### src/core/fpd_pkg.sv
// fault pin, diagnostics and indicator constants and carrier types
// assumes one 40 MHz clock and a synchronous active-low reset in every user
// How it works
// - fault drives pin only when output, fault source
// - pin active while any unmasked summary flag low
// - format and polarity set driven levels
// - format allows 50 percent pwm when inactive
// - eight summary flags each have pin mask
// - diagnostic enable injects fault into its monitor
// - two-bit pattern field corrupts memory checksum
// - each frame reports previous frame command response
// - lock, clock source, mode, sequence running indicators
// - load otp bank 0, else bank 1, report
// - both banks failing drives checksum flag low
// - two-bit conversion counter wraps 3 to 0
// - conversion counter clears when disabled or idle mode
// - sent conversion count matches sent result
// - two-bit sequence counter, same wrap and clearing
// - results buffered while step results are read
// - step channel selector picks divided supply
// - combined flag low when unmasked detailed flag low
// - combined clear ignored while detailed flag set
package fpd_pkg;
    localparam int unsigned CLK_HZ       = 40_000_000;
    localparam int unsigned N_SUM        = 8;
    localparam int unsigned N_GRP        = 3;
    localparam int unsigned GRP_W        = 8;
    localparam int unsigned DIG_GRP      = 2;
    localparam int unsigned MEMCRC_BIT   = 0;
    localparam int unsigned MUX_SETTLE_CYC = 256;
    localparam logic [1:0]  CNT_ZERO     = 2'h0;
    localparam logic [1:0]  CNT_ONE      = 2'h1;
    localparam logic [7:0]  FLAGS_OK     = 8'hff;
    localparam logic        PIN_DIR_OUT  = 1'h1;
    localparam logic        PIN_SRC_FLT  = 1'h0;
    localparam logic        FMT_STATIC   = 1'h0;
    // checksum corruption patterns, selector value 0 leaves the checksum alone
    localparam logic [15:0] CRC_PAT1     = 16'h0001;
    localparam logic [15:0] CRC_PAT2     = 16'h0100;
    localparam logic [15:0] CRC_PAT3     = 16'h8000;
    localparam logic [15:0] CRC_PAT0     = 16'h0000;
    // positive channel codes that select a divided supply
    localparam logic [3:0]  CH_APWR      = 4'h8;
    localparam logic [3:0]  CH_DPWR      = 4'h9;
    localparam logic [3:0]  CH_AVDD      = 4'ha;
    localparam logic [3:0]  CH_IOVDD     = 4'hb;
    localparam logic [3:0]  CH_DVDD      = 4'hc;
    localparam logic [3:0]  RESP_NONE    = 4'h0;

    typedef enum logic [1:0] {
        MODE_ACTIVE  = 2'b00,
        MODE_STANDBY = 2'b01,
        MODE_PWRDN   = 2'b10
    } fpd_mode_t;

    typedef enum logic [2:0] {
        OTP_LOAD0 = 3'b000,
        OTP_LOAD1 = 3'b001,
        OTP_OK0   = 3'b010,
        OTP_OK1   = 3'b011,
        OTP_FAIL  = 3'b100
    } fpd_otp_t;

    // one detailed status group: monitor events, enables, injects, masks, clears
    typedef struct packed {
        logic [7:0] evt;
        logic [7:0] en;
        logic [7:0] diag;
        logic [7:0] mask;
        logic [7:0] clr;
    } fpd_group_t;

    typedef struct packed {
        logic       dir;
        logic       src;
        logic       fmt;
        logic       pol;
        logic       gp_data;
    } fpd_pin_cfg_t;
endpackage : fpd_pkg

### src/core/fpd_step_mem.sv
// two-bank step result store with registered read data
// assumes the owner flips the visible bank only when no readout is running
module fpd_step_mem #(
    parameter int unsigned WIDTH = 16,
    parameter int unsigned STEPS = 8,
    parameter int unsigned AW    = 3
) (
    // clocking
    input  wire logic             clk,
    input  wire logic             rst_n,
    input  wire logic             ce,
    // fill side, always into the hidden bank
    input  wire logic             wr_en,
    input  wire logic [AW-1:0]    wr_addr,
    input  wire logic [WIDTH-1:0] wr_data,
    input  wire logic             flip,
    // readout side, from the visible bank
    input  wire logic [AW-1:0]    rd_addr,
    output logic      [WIDTH-1:0] rd_data
);
    logic [WIDTH-1:0] mem [2*STEPS];
    logic             vis_q;

    always_ff @(posedge clk) begin
        if (!rst_n) begin
            vis_q <= 1'b0;
        end else if (ce && flip) begin
            vis_q <= ~vis_q;
        end
    end

    always_ff @(posedge clk) begin
        if (ce && wr_en) begin
            mem[{~vis_q, wr_addr}] <= wr_data;
        end
    end

    always_ff @(posedge clk) begin
        if (!rst_n) begin
            rd_data <= '0;
        end else if (ce) begin
            rd_data <= mem[{vis_q, rd_addr}];
        end
    end
endmodule : fpd_step_mem

### src/core/fpd_top.sv
// fault pin, monitor diagnostics, status indicators and conversion counters
// assumes all inputs synchronous to CLK_SYS; event inputs are one-cycle pulses
module fpd_top #(
    parameter int unsigned N_MAIN       = 2,
    parameter int unsigned RES_W        = 24,
    parameter int unsigned AUX_W        = 16,
    parameter int unsigned AUX_STEPS    = 8,
    parameter int unsigned PWM_HALF_CYC = 200
) (
    // clocking
    input  wire logic                   CLK_SYS,
    input  wire logic                   RESETN,
    input  wire logic                   CE,
    // monitors and fault flags
    input  wire fpd_pkg::fpd_group_t [2:0] MON_GRP,
    input  wire logic [7:0]             SUM_EVT,
    input  wire logic [7:0]             SUM_CLR,
    input  wire logic [7:0]             PIN_MASK,
    output logic      [7:0]             SUM_FLAGS,
    output logic      [23:0]            DETAIL_FLAGS,
    // memory checksum
    input  wire logic [15:0]            CRC_CALC,
    input  wire logic [15:0]            CRC_STORED,
    input  wire logic [1:0]             CRC_PATTERN,
    // shared pin
    input  wire fpd_pkg::fpd_pin_cfg_t  PIN2_CFG,
    output logic                        PIN2_OUT,
    output logic                        PIN2_OE,
    // frame and command response
    input  wire logic                   FRAME_END,
    input  wire logic                   CMD_VALID,
    input  wire logic [3:0]             CMD_RESP,
    output logic      [3:0]             CMD_RESPONSE,
    // indicators
    input  wire logic                   LOCK_SET,
    input  wire logic                   LOCK_CLR,
    input  wire logic                   EXT_CLK_SEL,
    input  wire logic                   MODE_REQ_VALID,
    input  wire logic [1:0]             MODE_REQ,
    output logic                        LOCKED,
    output logic                        CLK_EXTERNAL,
    output logic      [1:0]             MODE,
    // otp loader
    input  wire logic                   OTP_ACK,
    input  wire logic                   OTP_ERR,
    output logic                        OTP_REQ,
    output logic                        OTP_BANK,
    output logic                        OTP_LOADED,
    // main converters
    input  wire logic [N_MAIN-1:0]      MAIN_EN,
    input  wire logic [N_MAIN-1:0]      MAIN_DONE,
    input  wire logic [N_MAIN*RES_W-1:0] MAIN_DATA,
    output logic      [N_MAIN*RES_W-1:0] MAIN_RESULT,
    output logic      [N_MAIN*2-1:0]    MAIN_COUNT,
    // auxiliary converter sequencer
    input  wire logic                   AUX_EN,
    input  wire logic                   AUX_SEQ_START,
    input  wire logic                   AUX_SEQ_DONE,
    input  wire logic                   AUX_STEP_WR,
    input  wire logic [2:0]             AUX_STEP_IDX,
    input  wire logic [AUX_W-1:0]       AUX_STEP_DATA,
    input  wire logic [3:0]             AUX_STEP_CH,
    input  wire logic                   AUX_RD_BUSY,
    input  wire logic [2:0]             AUX_RD_IDX,
    output logic      [AUX_W-1:0]       AUX_RD_DATA,
    output logic      [1:0]             AUX_COUNT,
    output logic                        AUX_RUNNING,
    output logic      [4:0]             SUPPLY_SEL
);
    localparam int unsigned PWM_W = $clog2(PWM_HALF_CYC + 1);

    // ---- detailed flags and combined summary flags
    logic [2:0][7:0] det_q;
    logic [2:0][7:0] det_d;
    logic [2:0][7:0] fault_in;
    logic [7:0]      sum_q;
    logic [7:0]      sum_d;
    logic [15:0]     crc_pat;
    logic            crc_bad;
    fpd_pkg::fpd_otp_t otp_q;
    fpd_pkg::fpd_otp_t otp_d;

    assign crc_pat = (CRC_PATTERN == 2'h1) ? fpd_pkg::CRC_PAT1 :
                     (CRC_PATTERN == 2'h2) ? fpd_pkg::CRC_PAT2 :
                     (CRC_PATTERN == 2'h3) ? fpd_pkg::CRC_PAT3 : fpd_pkg::CRC_PAT0;
    assign crc_bad = (CRC_CALC ^ crc_pat) != CRC_STORED;

    genvar g;
    genvar b;
    generate
        for (g = 0; g < fpd_pkg::N_GRP; g++) begin : g_grp
            for (b = 0; b < fpd_pkg::GRP_W; b++) begin : g_bit
                logic extra;
                if (g == fpd_pkg::DIG_GRP && b == fpd_pkg::MEMCRC_BIT) begin : g_crc
                    // checksum runs always; a dead otp keeps it low
                    assign extra = crc_bad || (otp_q == fpd_pkg::OTP_FAIL);
                end else begin : g_plain
                    assign extra = 1'b0;
                end
                // injection only reaches an enabled monitor
                assign fault_in[g][b] = extra ||
                    (MON_GRP[g].en[b] && (MON_GRP[g].evt[b] || MON_GRP[g].diag[b]));
                // a fault in the clearing cycle wins over the clear
                assign det_d[g][b] = fault_in[g][b] ? 1'b0 :
                                     MON_GRP[g].clr[b] ? 1'b1 : det_q[g][b];
            end
        end
        for (g = 0; g < fpd_pkg::N_SUM; g++) begin : g_sum
            logic set_low;
            logic clr_ok;
            if (g < fpd_pkg::N_GRP) begin : g_comb
                assign set_low = |(~det_q[g] & ~MON_GRP[g].mask);
                assign clr_ok  = SUM_CLR[g] && (det_q[g] == fpd_pkg::FLAGS_OK);
            end else begin : g_direct
                assign set_low = SUM_EVT[g];
                assign clr_ok  = SUM_CLR[g];
            end
            assign sum_d[g] = set_low ? 1'b0 : clr_ok ? 1'b1 : sum_q[g];
        end
    endgenerate

    always_ff @(posedge CLK_SYS) begin
        if (!RESETN) begin
            det_q <= {3{fpd_pkg::FLAGS_OK}};
            sum_q <= fpd_pkg::FLAGS_OK;
        end else if (CE) begin
            det_q <= det_d;
            sum_q <= sum_d;
        end
    end
    assign SUM_FLAGS    = sum_q;
    assign DETAIL_FLAGS = det_q;

    // ---- fault pin
    logic             fault_act;
    logic             pwm_q;
    logic [PWM_W-1:0] pwm_cnt_q;
    logic             pwm_wrap;
    logic             inact_lvl;
    logic             pin_d;

    assign fault_act = |(~sum_q & ~PIN_MASK);
    assign pwm_wrap  = pwm_cnt_q == PWM_W'(PWM_HALF_CYC - 1);
    // the heartbeat replaces only the inactive level; active stays static
    assign inact_lvl = (PIN2_CFG.fmt == fpd_pkg::FMT_STATIC) ? ~PIN2_CFG.pol
                                                             : pwm_q;
    assign pin_d = (PIN2_CFG.src != fpd_pkg::PIN_SRC_FLT) ? PIN2_CFG.gp_data :
                   fault_act ? PIN2_CFG.pol : inact_lvl;

    always_ff @(posedge CLK_SYS) begin
        if (!RESETN) begin
            pwm_cnt_q <= '0;
            pwm_q     <= 1'b0;
        end else if (CE) begin
            pwm_cnt_q <= pwm_wrap ? '0 : pwm_cnt_q + PWM_W'(1);
            pwm_q     <= pwm_wrap ? ~pwm_q : pwm_q;
        end
    end

    always_ff @(posedge CLK_SYS) begin
        if (!RESETN) begin
            PIN2_OUT <= 1'b1;
            PIN2_OE  <= 1'b0;
        end else if (CE) begin
            PIN2_OUT <= pin_d;
            PIN2_OE  <= PIN2_CFG.dir == fpd_pkg::PIN_DIR_OUT;
        end
    end

    // ---- command response and indicators
    logic [3:0] cmd_seen_q;
    logic       mode_ok;

    assign mode_ok = MODE_REQ_VALID && (MODE_REQ != 2'b11);

    always_ff @(posedge CLK_SYS) begin
        if (!RESETN) begin
            cmd_seen_q   <= fpd_pkg::RESP_NONE;
            CMD_RESPONSE <= fpd_pkg::RESP_NONE;
        end else if (CE) begin
            // the response out now describes the frame before
            if (FRAME_END) begin
                CMD_RESPONSE <= CMD_VALID ? CMD_RESP : cmd_seen_q;
                cmd_seen_q   <= fpd_pkg::RESP_NONE;
            end else if (CMD_VALID) begin
                cmd_seen_q <= CMD_RESP;
            end
        end
    end

    always_ff @(posedge CLK_SYS) begin
        if (!RESETN) begin
            LOCKED       <= 1'b0;
            CLK_EXTERNAL <= 1'b0;
            MODE         <= fpd_pkg::MODE_ACTIVE;
        end else if (CE) begin
            LOCKED       <= LOCK_SET ? 1'b1 : LOCK_CLR ? 1'b0 : LOCKED;
            CLK_EXTERNAL <= EXT_CLK_SEL;
            MODE         <= mode_ok ? MODE_REQ : MODE;
        end
    end

    // ---- otp bank loader
    always_comb begin
        otp_d = otp_q;
        unique case (otp_q)
            fpd_pkg::OTP_LOAD0: if (OTP_ERR) otp_d = fpd_pkg::OTP_LOAD1;
                                else if (OTP_ACK) otp_d = fpd_pkg::OTP_OK0;
            fpd_pkg::OTP_LOAD1: if (OTP_ERR) otp_d = fpd_pkg::OTP_FAIL;
                                else if (OTP_ACK) otp_d = fpd_pkg::OTP_OK1;
            fpd_pkg::OTP_OK0,
            fpd_pkg::OTP_OK1,
            fpd_pkg::OTP_FAIL:  otp_d = otp_q;
            default:            otp_d = fpd_pkg::OTP_FAIL;
        endcase
    end

    always_ff @(posedge CLK_SYS) begin
        if (!RESETN) begin
            otp_q      <= fpd_pkg::OTP_LOAD0;
            OTP_REQ    <= 1'b0;
            OTP_BANK   <= 1'b0;
            OTP_LOADED <= 1'b0;
        end else if (CE) begin
            otp_q      <= otp_d;
            OTP_REQ    <= otp_d == fpd_pkg::OTP_LOAD0 || otp_d == fpd_pkg::OTP_LOAD1;
            OTP_BANK   <= otp_d != fpd_pkg::OTP_LOAD0 && otp_d != fpd_pkg::OTP_OK0;
            OTP_LOADED <= otp_d == fpd_pkg::OTP_OK0 || otp_d == fpd_pkg::OTP_OK1;
        end
    end

    // ---- main conversion counters, result and count leave together
    logic idle_mode;
    assign idle_mode = MODE != fpd_pkg::MODE_ACTIVE;

    genvar m;
    generate
        for (m = 0; m < N_MAIN; m++) begin : g_main
            always_ff @(posedge CLK_SYS) begin
                if (!RESETN) begin
                    MAIN_COUNT[2*m +: 2]      <= fpd_pkg::CNT_ZERO;
                    MAIN_RESULT[RES_W*m +: RES_W] <= '0;
                end else if (CE) begin
                    if (!MAIN_EN[m] || idle_mode) begin
                        MAIN_COUNT[2*m +: 2] <= fpd_pkg::CNT_ZERO;
                    end else if (MAIN_DONE[m]) begin
                        // two-bit add wraps 3 to 0 by itself
                        MAIN_COUNT[2*m +: 2] <= MAIN_COUNT[2*m +: 2] + fpd_pkg::CNT_ONE;
                        MAIN_RESULT[RES_W*m +: RES_W] <= MAIN_DATA[RES_W*m +: RES_W];
                    end
                end
            end
        end
    endgenerate

    // ---- auxiliary sequencer: counter, running flag, buffered results
    logic [1:0] aux_cnt_q;
    logic       pend_q;
    logic       flip;
    logic       aux_off;
    logic [4:0] sup_d;

    assign aux_off = !AUX_EN || idle_mode;
    // a completed sequence shows only once no readout is running
    assign flip = !aux_off && !AUX_RD_BUSY && (AUX_SEQ_DONE || pend_q);

    always_ff @(posedge CLK_SYS) begin
        if (!RESETN) begin
            aux_cnt_q   <= fpd_pkg::CNT_ZERO;
            AUX_COUNT   <= fpd_pkg::CNT_ZERO;
            pend_q      <= 1'b0;
            AUX_RUNNING <= 1'b0;
        end else if (CE) begin
            if (aux_off) begin
                aux_cnt_q <= fpd_pkg::CNT_ZERO;
                AUX_COUNT <= fpd_pkg::CNT_ZERO;
                pend_q    <= 1'b0;
            end else begin
                if (AUX_SEQ_DONE) begin
                    aux_cnt_q <= aux_cnt_q + fpd_pkg::CNT_ONE;
                end
                if (flip) begin
                    AUX_COUNT <= AUX_SEQ_DONE ? aux_cnt_q + fpd_pkg::CNT_ONE : aux_cnt_q;
                end
                pend_q <= AUX_RD_BUSY && (AUX_SEQ_DONE || pend_q);
            end
            AUX_RUNNING <= !aux_off && (AUX_SEQ_START || (AUX_RUNNING && !AUX_SEQ_DONE));
        end
    end

    // a second sequence ending before the readout finishes overwrites the held one
    fpd_step_mem #(
        .WIDTH (AUX_W),
        .STEPS (AUX_STEPS),
        .AW    (3)
    ) u_step_mem (
        .clk     (CLK_SYS),
        .rst_n   (RESETN),
        .ce      (CE),
        .wr_en   (AUX_STEP_WR),
        .wr_addr (AUX_STEP_IDX),
        .wr_data (AUX_STEP_DATA),
        .flip    (flip),
        .rd_addr (AUX_RD_IDX),
        .rd_data (AUX_RD_DATA)
    );

    assign sup_d = {AUX_STEP_CH == fpd_pkg::CH_DVDD,
                    AUX_STEP_CH == fpd_pkg::CH_IOVDD,
                    AUX_STEP_CH == fpd_pkg::CH_AVDD,
                    AUX_STEP_CH == fpd_pkg::CH_DPWR,
                    AUX_STEP_CH == fpd_pkg::CH_APWR};

    always_ff @(posedge CLK_SYS) begin
        if (!RESETN) begin
            SUPPLY_SEL <= '0;
        end else if (CE) begin
            SUPPLY_SEL <= aux_off ? '0 : sup_d;
        end
    end
endmodule : fpd_top

### config.mk
export PLATFORM = sky130hd
export DESIGN_NAME = fpd_top
export DESIGN_NICKNAME = d
export VERILOG_FILES = /design/src/core/fpd_pkg.sv /design/src/core/fpd_step_mem.sv /design/src/core/fpd_top.sv
export SDC_FILE = /design/constraint.sdc
export NUM_CORES = 1
export LEC_CHECK = 0
export ABC_AREA = 0
export BUFFER_PORTS_ARGS = -buffer_cell sky130_fd_sc_hd__buf_2
export CORE_MARGIN = 2
export CORE_UTILIZATION = 40
export CTS_CLUSTER_SIZE = 28
export DETAILED_ROUTE_END_ITERATION = 16
export SLEW_MARGIN = 20
export SYNTH_ARGS = -nofsm -noshare
export SYNTH_HDL_FRONTEND = slang
export SYNTH_SLANG_ARGS = --single-unit
### constraint.sdc
create_clock -name CLK_SYS -period 3.15 [get_ports CLK_SYS]
set_input_delay 0.63 -clock CLK_SYS [delete_from_list [all_inputs] [get_ports CLK_SYS]]
set_output_delay 0.63 -clock CLK_SYS [all_outputs]
set_load 0.005 [all_outputs]
* After elaboration in Yosys (flattened, before gate mapping) *
Memories as Yosys holds them, arrays and structs flattened. A register that Yosys moved wholly into a read port is not among the register bits.
Index checks and enable logic that the tools add are counted.

storage, ports and cells
  register bits after elaboration = 125
  bits in writable memories = 256
  word-level logic and storage cells = 354
  memories kept = 1

memories
  name            words  bits a word  read ports  clocked after Yosys merged registers in  write ports  line                text
  u_step_mem.mem  16     16           1           1                                        1            fpd_step_mem.sv:21  logic [WIDTH-1:0] mem [2*STEPS];

operators by class
  add/subtract/negate cells = 4
  eq/ne operators = 22
  multiplexer cells = 92
  bitwise gates (word level) = 18
  reduce and logical (&&, ||, !) cells = 162

operators by type and width
  cell                                                              count
  2-bit AND reduction                                               39
  2-bit nonzero test                                                37
  1-bit two-way mux                                                 72
  8-bit inverter                                                    8
  16-bit two-way mux                                                3
  1-bit logical AND                                                 36
  1-bit logical OR                                                  33
  8-bit AND                                                         4
  8-bit == test (second input constant)                             4
  8-bit OR reduction                                                4
  4-bit == test (second input constant)                             5
  2-bit two-way mux                                                 8
  16-bit != test                                                    1
  16-bit bitwise XOR                                                1
  3-bit by 2-bit == test with 1-bit output (second input constant)  4
  3-bit two-way mux                                                 4
  3-bit one-hot mux with 3 select lines                             1
  8-bit by 1-bit adder with 8-bit output (second input constant)    1
  4-bit two-way mux                                                 2
  8-bit two-way mux                                                 1
  1-bit logical NOT                                                 7
  2-bit by 1-bit adder with 2-bit output (second input constant)    3
  3-bit by 1-bit == test with 1-bit output (second input constant)  2
  3-bit logical NOT                                                 2
  other kinds (10)                                                  16

* Logic depth before layout (Yosys ltp) *
Gate-level depths: netlist of run 1.

  depth after elaboration = 10
  gate-level depth with buffers = 7
  mapped depth without buffers = 5

* Cells and area by module *
From an unflattened synthesis of run 1, not the netlist that was laid out.

second synthesis, totals
  cells, all modules = 1238
  area, all modules = 16104.2 sq um

by module, submodules not included
  module        instances  cells each  area each (sq um)  seq. area each (sq um)
  fpd_step_mem  1          614         10580.1            8027.7
  fpd_top       1          624         5524.0             2482.4

* Worst setup path before layout of run 1 *
Ideal clock, no wire load.

  path type = input to register
  start = input CE
  end = memory u_step_mem.mem[8][0], enable pin
  setup time = 0.409 ns
  data arrival time = 2.439 ns
  required time = 2.741 ns
  slack = 0.302 ns
  stages on the path = 5
  path through = buf_4 > buf_6 > nand2_1 > or3_1 > nor3_1

between the ends
  longest elaborated chain between the ends = 3

ends and longest elaborated chain
  element                                  line                text
  start, declared                          fpd_top.sv:13       input wire logic CE,
  1-bit logical AND                        fpd_step_mem.sv:33  if (ce && wr_en) begin
  1-bit two-way mux                        fpd_step_mem.sv:33
  1-bit two-way mux (not written as such)  fpd_step_mem.sv:34  mem[{~vis_q, wr_addr}] <= wr_data;
  end, declared                            fpd_step_mem.sv:21

No other way between the ends.

* Final worst setup path of run 1 *
  start = register det_q (netlist bit DETAIL_FLAGS[15])
  end = output DETAIL_FLAGS[15]

RTL lines
  element                 line            text
  start, declared         fpd_top.sv:73   logic [2:0][7:0] det_q;
  start signal, assigned  fpd_top.sv:124  det_q <= {3{fpd_pkg::FLAGS_OK}};
  start signal, assigned  fpd_top.sv:127  det_q <= det_d;
  end, declared           fpd_top.sv:20   output logic [23:0] DETAIL_FLAGS,

No word-level cell between the ends.

==> results of run 1 <==
per-stage QoR:
stage	cells	cell area (um2)
floorplan	1238	16000
global placement	2125	18600
detailed placement	2125	18600
CTS	2207	20000
global route	2212	20000
finish	2215	20000
cell type report:
type,instances,area (um2)
Tap cell,525,657
Inverter,6,22.5
Fill cell,3503,19500
Clock inverter,14,130
Antenna cell,8,20.0
Clock buffer,68,1280
Multi-Input combinational cell,761,5100
Sequential cell,397,10500
Timing Repair Buffer,436,2310
where the power goes:
part           internal, mW  switching, mW
logic                 0.396          0.483
registers              5.64         0.0859
clock network          2.97           2.01
registers in the layout, indices dropped and copies added (netlist names), 3 cells and up:
register and flops:
u_step_mem.mem 256, MAIN_RESULT 48, DETAIL_FLAGS 24, u_step_mem.rd_data 16
SUM_FLAGS 8, pwm_cnt_q 8, SUPPLY_SEL 5, CMD_RESPONSE 4
MAIN_COUNT 4, cmd_seen_q 4, otp_q 3
path summary, 6_finish.rpt:
| check | startpoint | depth (start not counted) | end | slack [ns] |
|---|---|---|---|---|
| worst max-delay path | DETAIL_FLAGS[15] | 1 | DETAIL_FLAGS[15] | 1.30 |
| worst min register to register | SUPPLY_SEL[4] | 2 | SUPPLY_SEL[4] | 0.45 |
| worst max register to register | u_step_mem.vis_q | 4 | u_step_mem.rd_data[8] | 1.45 |
| worst min-delay path | MAIN_DATA[29] | 3 | MAIN_RESULT[29] | 0.32 |
routing by layer:
| layer | vias up | GRT usage, % | wire length (um) |
|---|---|---|---|
| li1 | 5455 | - | - |
| met1 | 5616 | 31.1 | 21200 |
| met2 | 400 | 33.6 | 20800 |
| met3 | 74 | 6.20 | 3650 |
| met4 | 4 | 5.60 | 859 |
| met5 | - | 1.43 | 21 |
placed cells by master, fill, tap and decap left out, types with 5 or more instances in the layout:
| cell | netlist | layout |
|---|---|---|
| o211a_1 | 29 | 29 |
| nor2_2 | 0 | 13 |
| nor3_1 | 10 | 6 |
| nor2b_1 | 19 | 17 |
| o21ai_0 | 34 | 34 |
| xnor2_1 | 11 | 11 |
| buf_4 | 19 | 36 |
| edfxtp_1 | 256 | 256 |
| buf_2 | 26 | 397 |
| o22ai_1 | 19 | 19 |
| nand2_1 | 163 | 163 |
| clkbuf_8 | 0 | 5 |
| inv_1 | 5 | 5 |
| a21oi_1 | 49 | 49 |
| a22oi_1 | 57 | 57 |
| nor4_1 | 5 | 5 |
| diode_2 | 0 | 8 |
| clkbuf_1 | 27 | 16 |
| dfxtp_1 | 141 | 141 |
| mux2i_1 | 137 | 137 |
| clkinv_2 | 0 | 7 |
| a21boi_0 | 18 | 18 |
| a21boi_1 | 40 | 40 |
| nand4_1 | 15 | 15 |
| nor2_1 | 30 | 17 |
| and2_1 | 8 | 8 |
| xor2_1 | 17 | 17 |
| nand3_1 | 51 | 51 |
| clkbuf_16 | 0 | 46 |
kinds of logic (layout without fill, tap and decap cells):
family,after synthesis,count (layout),synth area share [%]
adders and majority gates,1,1,0.0784
AOI/OAI and AO/OA,264,264,11.5
muxes,138,138,8.66
and+or+nand+nor,330,330,9.76
xor gates and xnor gates,28,28,1.54
buffers and inverters,80,524,2.60
DFF,397,397,65.8
other,0,8,0
==> impl_metrics.csv, run 1 <==
group,metric,value,unit
run_status,outcome,"complete, no violations",
setup_path,start_kind,"flip-flop",
synthesis,syn_area_per_cell,12.9,um2
clocking,numCtsBuffers,44,
synthesis,netlist_area,16000,um2
synthesis,syn_nets,1522,
clocking,clkSinkCount,397,
timing,max_freq,0.540,GHz
placed_design,gp_congestion,0.928,
setup_path,slowest_delay,0.51,ns
detailed_routing,routed_wl,46.5,mm
clocking,postCtsSetupBuffers,0,
synthesis,synthTopCellsByCount,"edfxtp_1, nand2_1, dfxtp_1",
synthesis,netlist_instances,1238,
placed_design,dpl.hpwl,30.7,mm
die,num_rows,73,
die,die_y,204,um
timing,whs,0.321,ns
global_route,overflow,0,
clocking,htreeDepth,2,
timing,worst_pin_slew,0.639,ns
timing,final.setup.tns,0,ns
finish,syn2layout_area_growth,25.5,%
clocking,cts.path.max_buffers,3,
finish,drive_gt1_share,31.5,%
timing,fin_worst_skew,0.0175,ns
setup_path,crit_path_max_fanout,4,
die,chipWidth,204,um
setup_path,endpoint_kind,"output port",
power_and_ir_drop,finalPower,11.6,mW
clocking,cts_root_buf,"clkbuf_16",
timing,rsz0062_at_grt,"no",
placed_design,portBuffers,400,
setup_path,cpLargestDelayFamily,"flip-flops",
clocking,hold_buffers,0,
synthesis,yosysWarnings,0,
clocking,cts.clk_slew.worst_paths,0.06,ns
setup_path,cp.required,2.52,ns
global_route,grt_pass1_vias,11300,
synthesis,synth_area_leaders,"edfxtp_1, dfxtp_1, mux2i_1, nand2_1, a22oi_1",
setup_path,slowest_stage,"dfxtp_1",
synthesis,ys_seq_elements,397,
die,io_pins,404,
job,drv_cap,0,
power_and_ir_drop,power.density,579,nW/um2
setup_path,crit_arrival,1.22,ns
clocking,cts_tree,"yes",
global_route,antenna_found_initial,10,
min_path,hold_path_class,"input port to flip-flop",
synthesis,yosys.area.top_type,"edfxtp_1",
setup_path,cp.buffers_inverters,1,
synthesis,synth_most_common_cell,"edfxtp_1",
power_and_ir_drop,ir_worst_vdd,0.419,mV
die,core,39500,um2
finish,final_core_util,50.6,%
synthesis,yosysTopAreaCellShare,48.2,%
synthesis,synth_ff_type,"edfxtp_1",
clocking,cts_resized,0,
detailed_routing,drc,0,
detailed_routing,vias,11500,
synthesis,synth-seq-area-share,65.8,%
timing,finalHoldViolations,0,
setup_path,crit_chain,"buf_2",
detailed_routing,dr.pass1.iters,5,
timing,setup_viol,0,
placed_design,place_ws,0.940,ns
timing,drv_slew,0,
global_route,track_usage,22.1,%
power_and_ir_drop,p_leak,8.17,nW
global_route,grt_pass1_wl,69.1,mm
synthesis,ys_async_sr_fraction,0,%
synthesis,ys_types,54,
detailed_routing,postRouteAntennaNets,0,
detailed_routing,drt-vias-per-instance,5.21,
timing,slew_headroom,57.2,%
die,start_util,40.4,%
timing,layout_setup_ws,1.30,ns
synthesis,synth_edf_count,256,
setup_path,crit_type,"flip-flop to output port",
finish,fin_nets,1930,
detailed_routing,drt-initial-drc-count,914,
timing,layout_min_cycle_time,1.85,ns
clocking,clkLatencyLatePin,0.54,ns
detailed_routing,wl_per_cell,21.0,um
global_route,grt_max_degree,67,
die,fp.dieArea,41500,um2
timing,period_share,58.8,%
(Power assumes the default switching activity.)
==> inputs of run 2 (changes only) <==
--- a/config.mk
+++ b/config.mk
@@ -11,6 +11,7 @@
 export CORE_UTILIZATION = 40
 export CTS_CLUSTER_SIZE = 28
 export DETAILED_ROUTE_END_ITERATION = 16
+export PLACE_DENSITY = 0.65
 export SLEW_MARGIN = 20
 export SYNTH_ARGS = -nofsm -noshare
 export SYNTH_HDL_FRONTEND = slang
==> constraint.sdc (replaced) <==
create_clock -name CLK_SYS -period 1.7 [get_ports CLK_SYS]
set_input_delay 0.34 -clock CLK_SYS [delete_from_list [all_inputs] [get_ports CLK_SYS]]
set_output_delay 0.34 -clock CLK_SYS [all_outputs]
set_load 0.005 [all_outputs]
==> run 2 against run 1 <==
Effect of this change: sequential share of layout area fell by 1.7 points; worst setup slack got worse by 1.2 ns; final cell count rose by 1.6%; core utilization rose by 1.7 points; first-iteration DRC count fell by 34%; combinational power rose by 100%; flip-flop and latch count did not move; clock skew fell by 0.0049 ns; design area rose by 3.4%; routed wire length fell by 1.4%; die area did not move.
==> impl_metrics.csv, run 2 (synthesis gave the netlist of run 1 again) <==
group,metric,value,unit
run_status,outcome,"complete, no violations",
placed_design,gp_congestion,0.947,
setup_path,slowest_delay,0.56,ns
timing,period_share,92.7,%
min_path,hold_path_class,"input port to flip-flop",
detailed_routing,drt-initial-drc-count,600,
die,chipWidth,204,um
placed_design,dpl.hpwl,30.1,mm
timing,rsz0062_at_grt,"no",
power_and_ir_drop,power.density,1020,nW/um2
finish,drive_gt1_share,31.5,%
finish,largest_reg_flops,256,
setup_path,crit_type,"flip-flop to flip-flop",
timing,slew_headroom,66.5,%
setup_path,crit_path_max_fanout,10,
global_route,grt_pass1_vias,11800,
die,core,39500,um2
setup_path,slowest_stage,"dfxtp_1",
detailed_routing,wl_per_cell,20.4,um
detailed_routing,drt-vias-per-instance,5.24,
clocking,clkSinkCount,397,
power_and_ir_drop,ir_worst_vdd,0.607,mV
power_and_ir_drop,p_leak,8.41,nW
finish,fin_nets,1972,
clocking,cts_resized,0,
global_route,grt_max_degree,68,
timing,fin_worst_skew,0.0126,ns
timing,layout_min_cycle_time,1.58,ns
detailed_routing,dr.pass1.iters,5,
die,die_y,204,um
finish,syn2layout_area_growth,29.7,%
finish,fin_cells,2250,
clocking,cts.path.max_buffers,3,
setup_path,crit_chain,"nand2_1 > nor2_1 > buf_4",
detailed_routing,vias,11800,
finish,top_register,"u_step_mem.mem",
clocking,cts.clk_slew.worst_paths,0.06,ns
placed_design,portBuffers,400,
clocking,cts_root_buf,"clkbuf_16",
die,num_rows,73,
clocking,numCtsBuffers,42,
power_and_ir_drop,finalPower,21.2,mW
setup_path,cp.required,1.94,ns
die,fp.dieArea,41500,um2
die,start_util,40.4,%
setup_path,start_kind,"flip-flop",
detailed_routing,routed_wl,45.9,mm
global_route,grt_pass1_wl,69.1,mm
timing,max_freq,0.634,GHz
setup_path,endpoint_kind,"flip-flop",
timing,finalHoldViolations,0,
global_route,track_usage,21.9,%
finish,mostFrequentLayoutCells,"buf_2, edfxtp_1, nand2_1",
placed_design,place_inst,2139,
clocking,cts_tree,"yes",
clocking,clkLatencyLatePin,0.55,ns
die,io_pins,404,
timing,drv_slew,0,
job,drv_cap,0,
detailed_routing,postRouteAntennaNets,0,
global_route,antenna_found_initial,9,
timing,setup_viol,0,
clocking,htreeDepth,2,
detailed_routing,drc,0,
timing,worst_pin_slew,0.503,ns
global_route,overflow,0,
finish,final_common_cell,"buf_2",
finish,fillers,3428,
setup_path,crit_arrival,1.81,ns
## run 2: cell types whose count changed in the layout (fill, tap and decap cells not counted), moves of 5 or more
cell / before / now
buf_4: 36 / 22
dlygate4sd3_1: 0 / 30
clkbuf_8: 5 / 0
buf_12: 2 / 30
clkbuf_1: 16 / 11
## run 2: routing by layer
layer	vias to the layer above	global-route usage, %	wire length (um)
li1	5524	-	-
met4	8	7.12	1130
met2	448	34.5	20900
met3	81	5.72	3490
met5	-	0	53
met1	5729	29.6	20300
## run 2: path summary, 6_finish.rpt
| check | cells after the start | slack, ns | endpoint | startpoint |
|---|---|---|---|---|
| setup / recovery | 3 | 0.12 | u_step_mem.mem[5][6] | u_step_mem.vis_q |
| hold / removal | 3 | 0.03 | MAIN_RESULT[26] | MAIN_DATA[26] |
| setup reg to reg | 3 | 0.12 | u_step_mem.mem[5][6] | u_step_mem.vis_q |
| hold reg to reg | 2 | 0.45 | MAIN_RESULT[44] | MAIN_RESULT[44] |
## run 2: metrics by stage
step | hold slack [ns] | area, um2 | utilization (%) | TNS (ns) | setup slack, ns
floorplan | 0.439 | 16100 | - | -38.53 | -0.194
detailed placement | 0.441 | 19100 | 48.2 | -0.00682 | -0.00682
finish | 0.0342 | 20700 | 52.4 | 0 | 0.123
global route | 0.0145 | 20700 | 52.3 | 0 | 0.0307
CTS | 0.000133 | 20700 | 52.3 | 0 | 0.110
global placement | 0.438 | 19100 | 48.2 | 0 | 0.0206
## run 2: what timing repair did
item	4_1_cts	5_1_grt
endpoints found under the hold margin	30	0
setup buffers	0	0
hold buffers	30	0
## run 2: critical path: cells and delay by family, from the launching register on
kind | cells | cell delay, ns
DFF | 1 | 0.56
buffers and inverters | 1 | 0.25
and+or+nand+nor | 2 | 0.46
## run 2: power breakdown
group	switching (mW)	total (mW)	leakage, nW	internal, mW
combinational	0.927	1.78	4.30	0.848
sequential	0.152	10.6	3.46	10.5
clock	3.71	8.83	0.648	5.12
## run 2: area by class of cell
type,instances,area [um2],area share [%]
flip-flops and latches,397,10500,50.8
multi-input cells,761,5120,24.7
repair buffers,480,3060,14.8
clock buffers,54,1120,5.40
well taps,525,657,3.17
clock inverters,22,199,0.961
inverters,6,22.5,0.109
diodes,5,12.5,0.0604
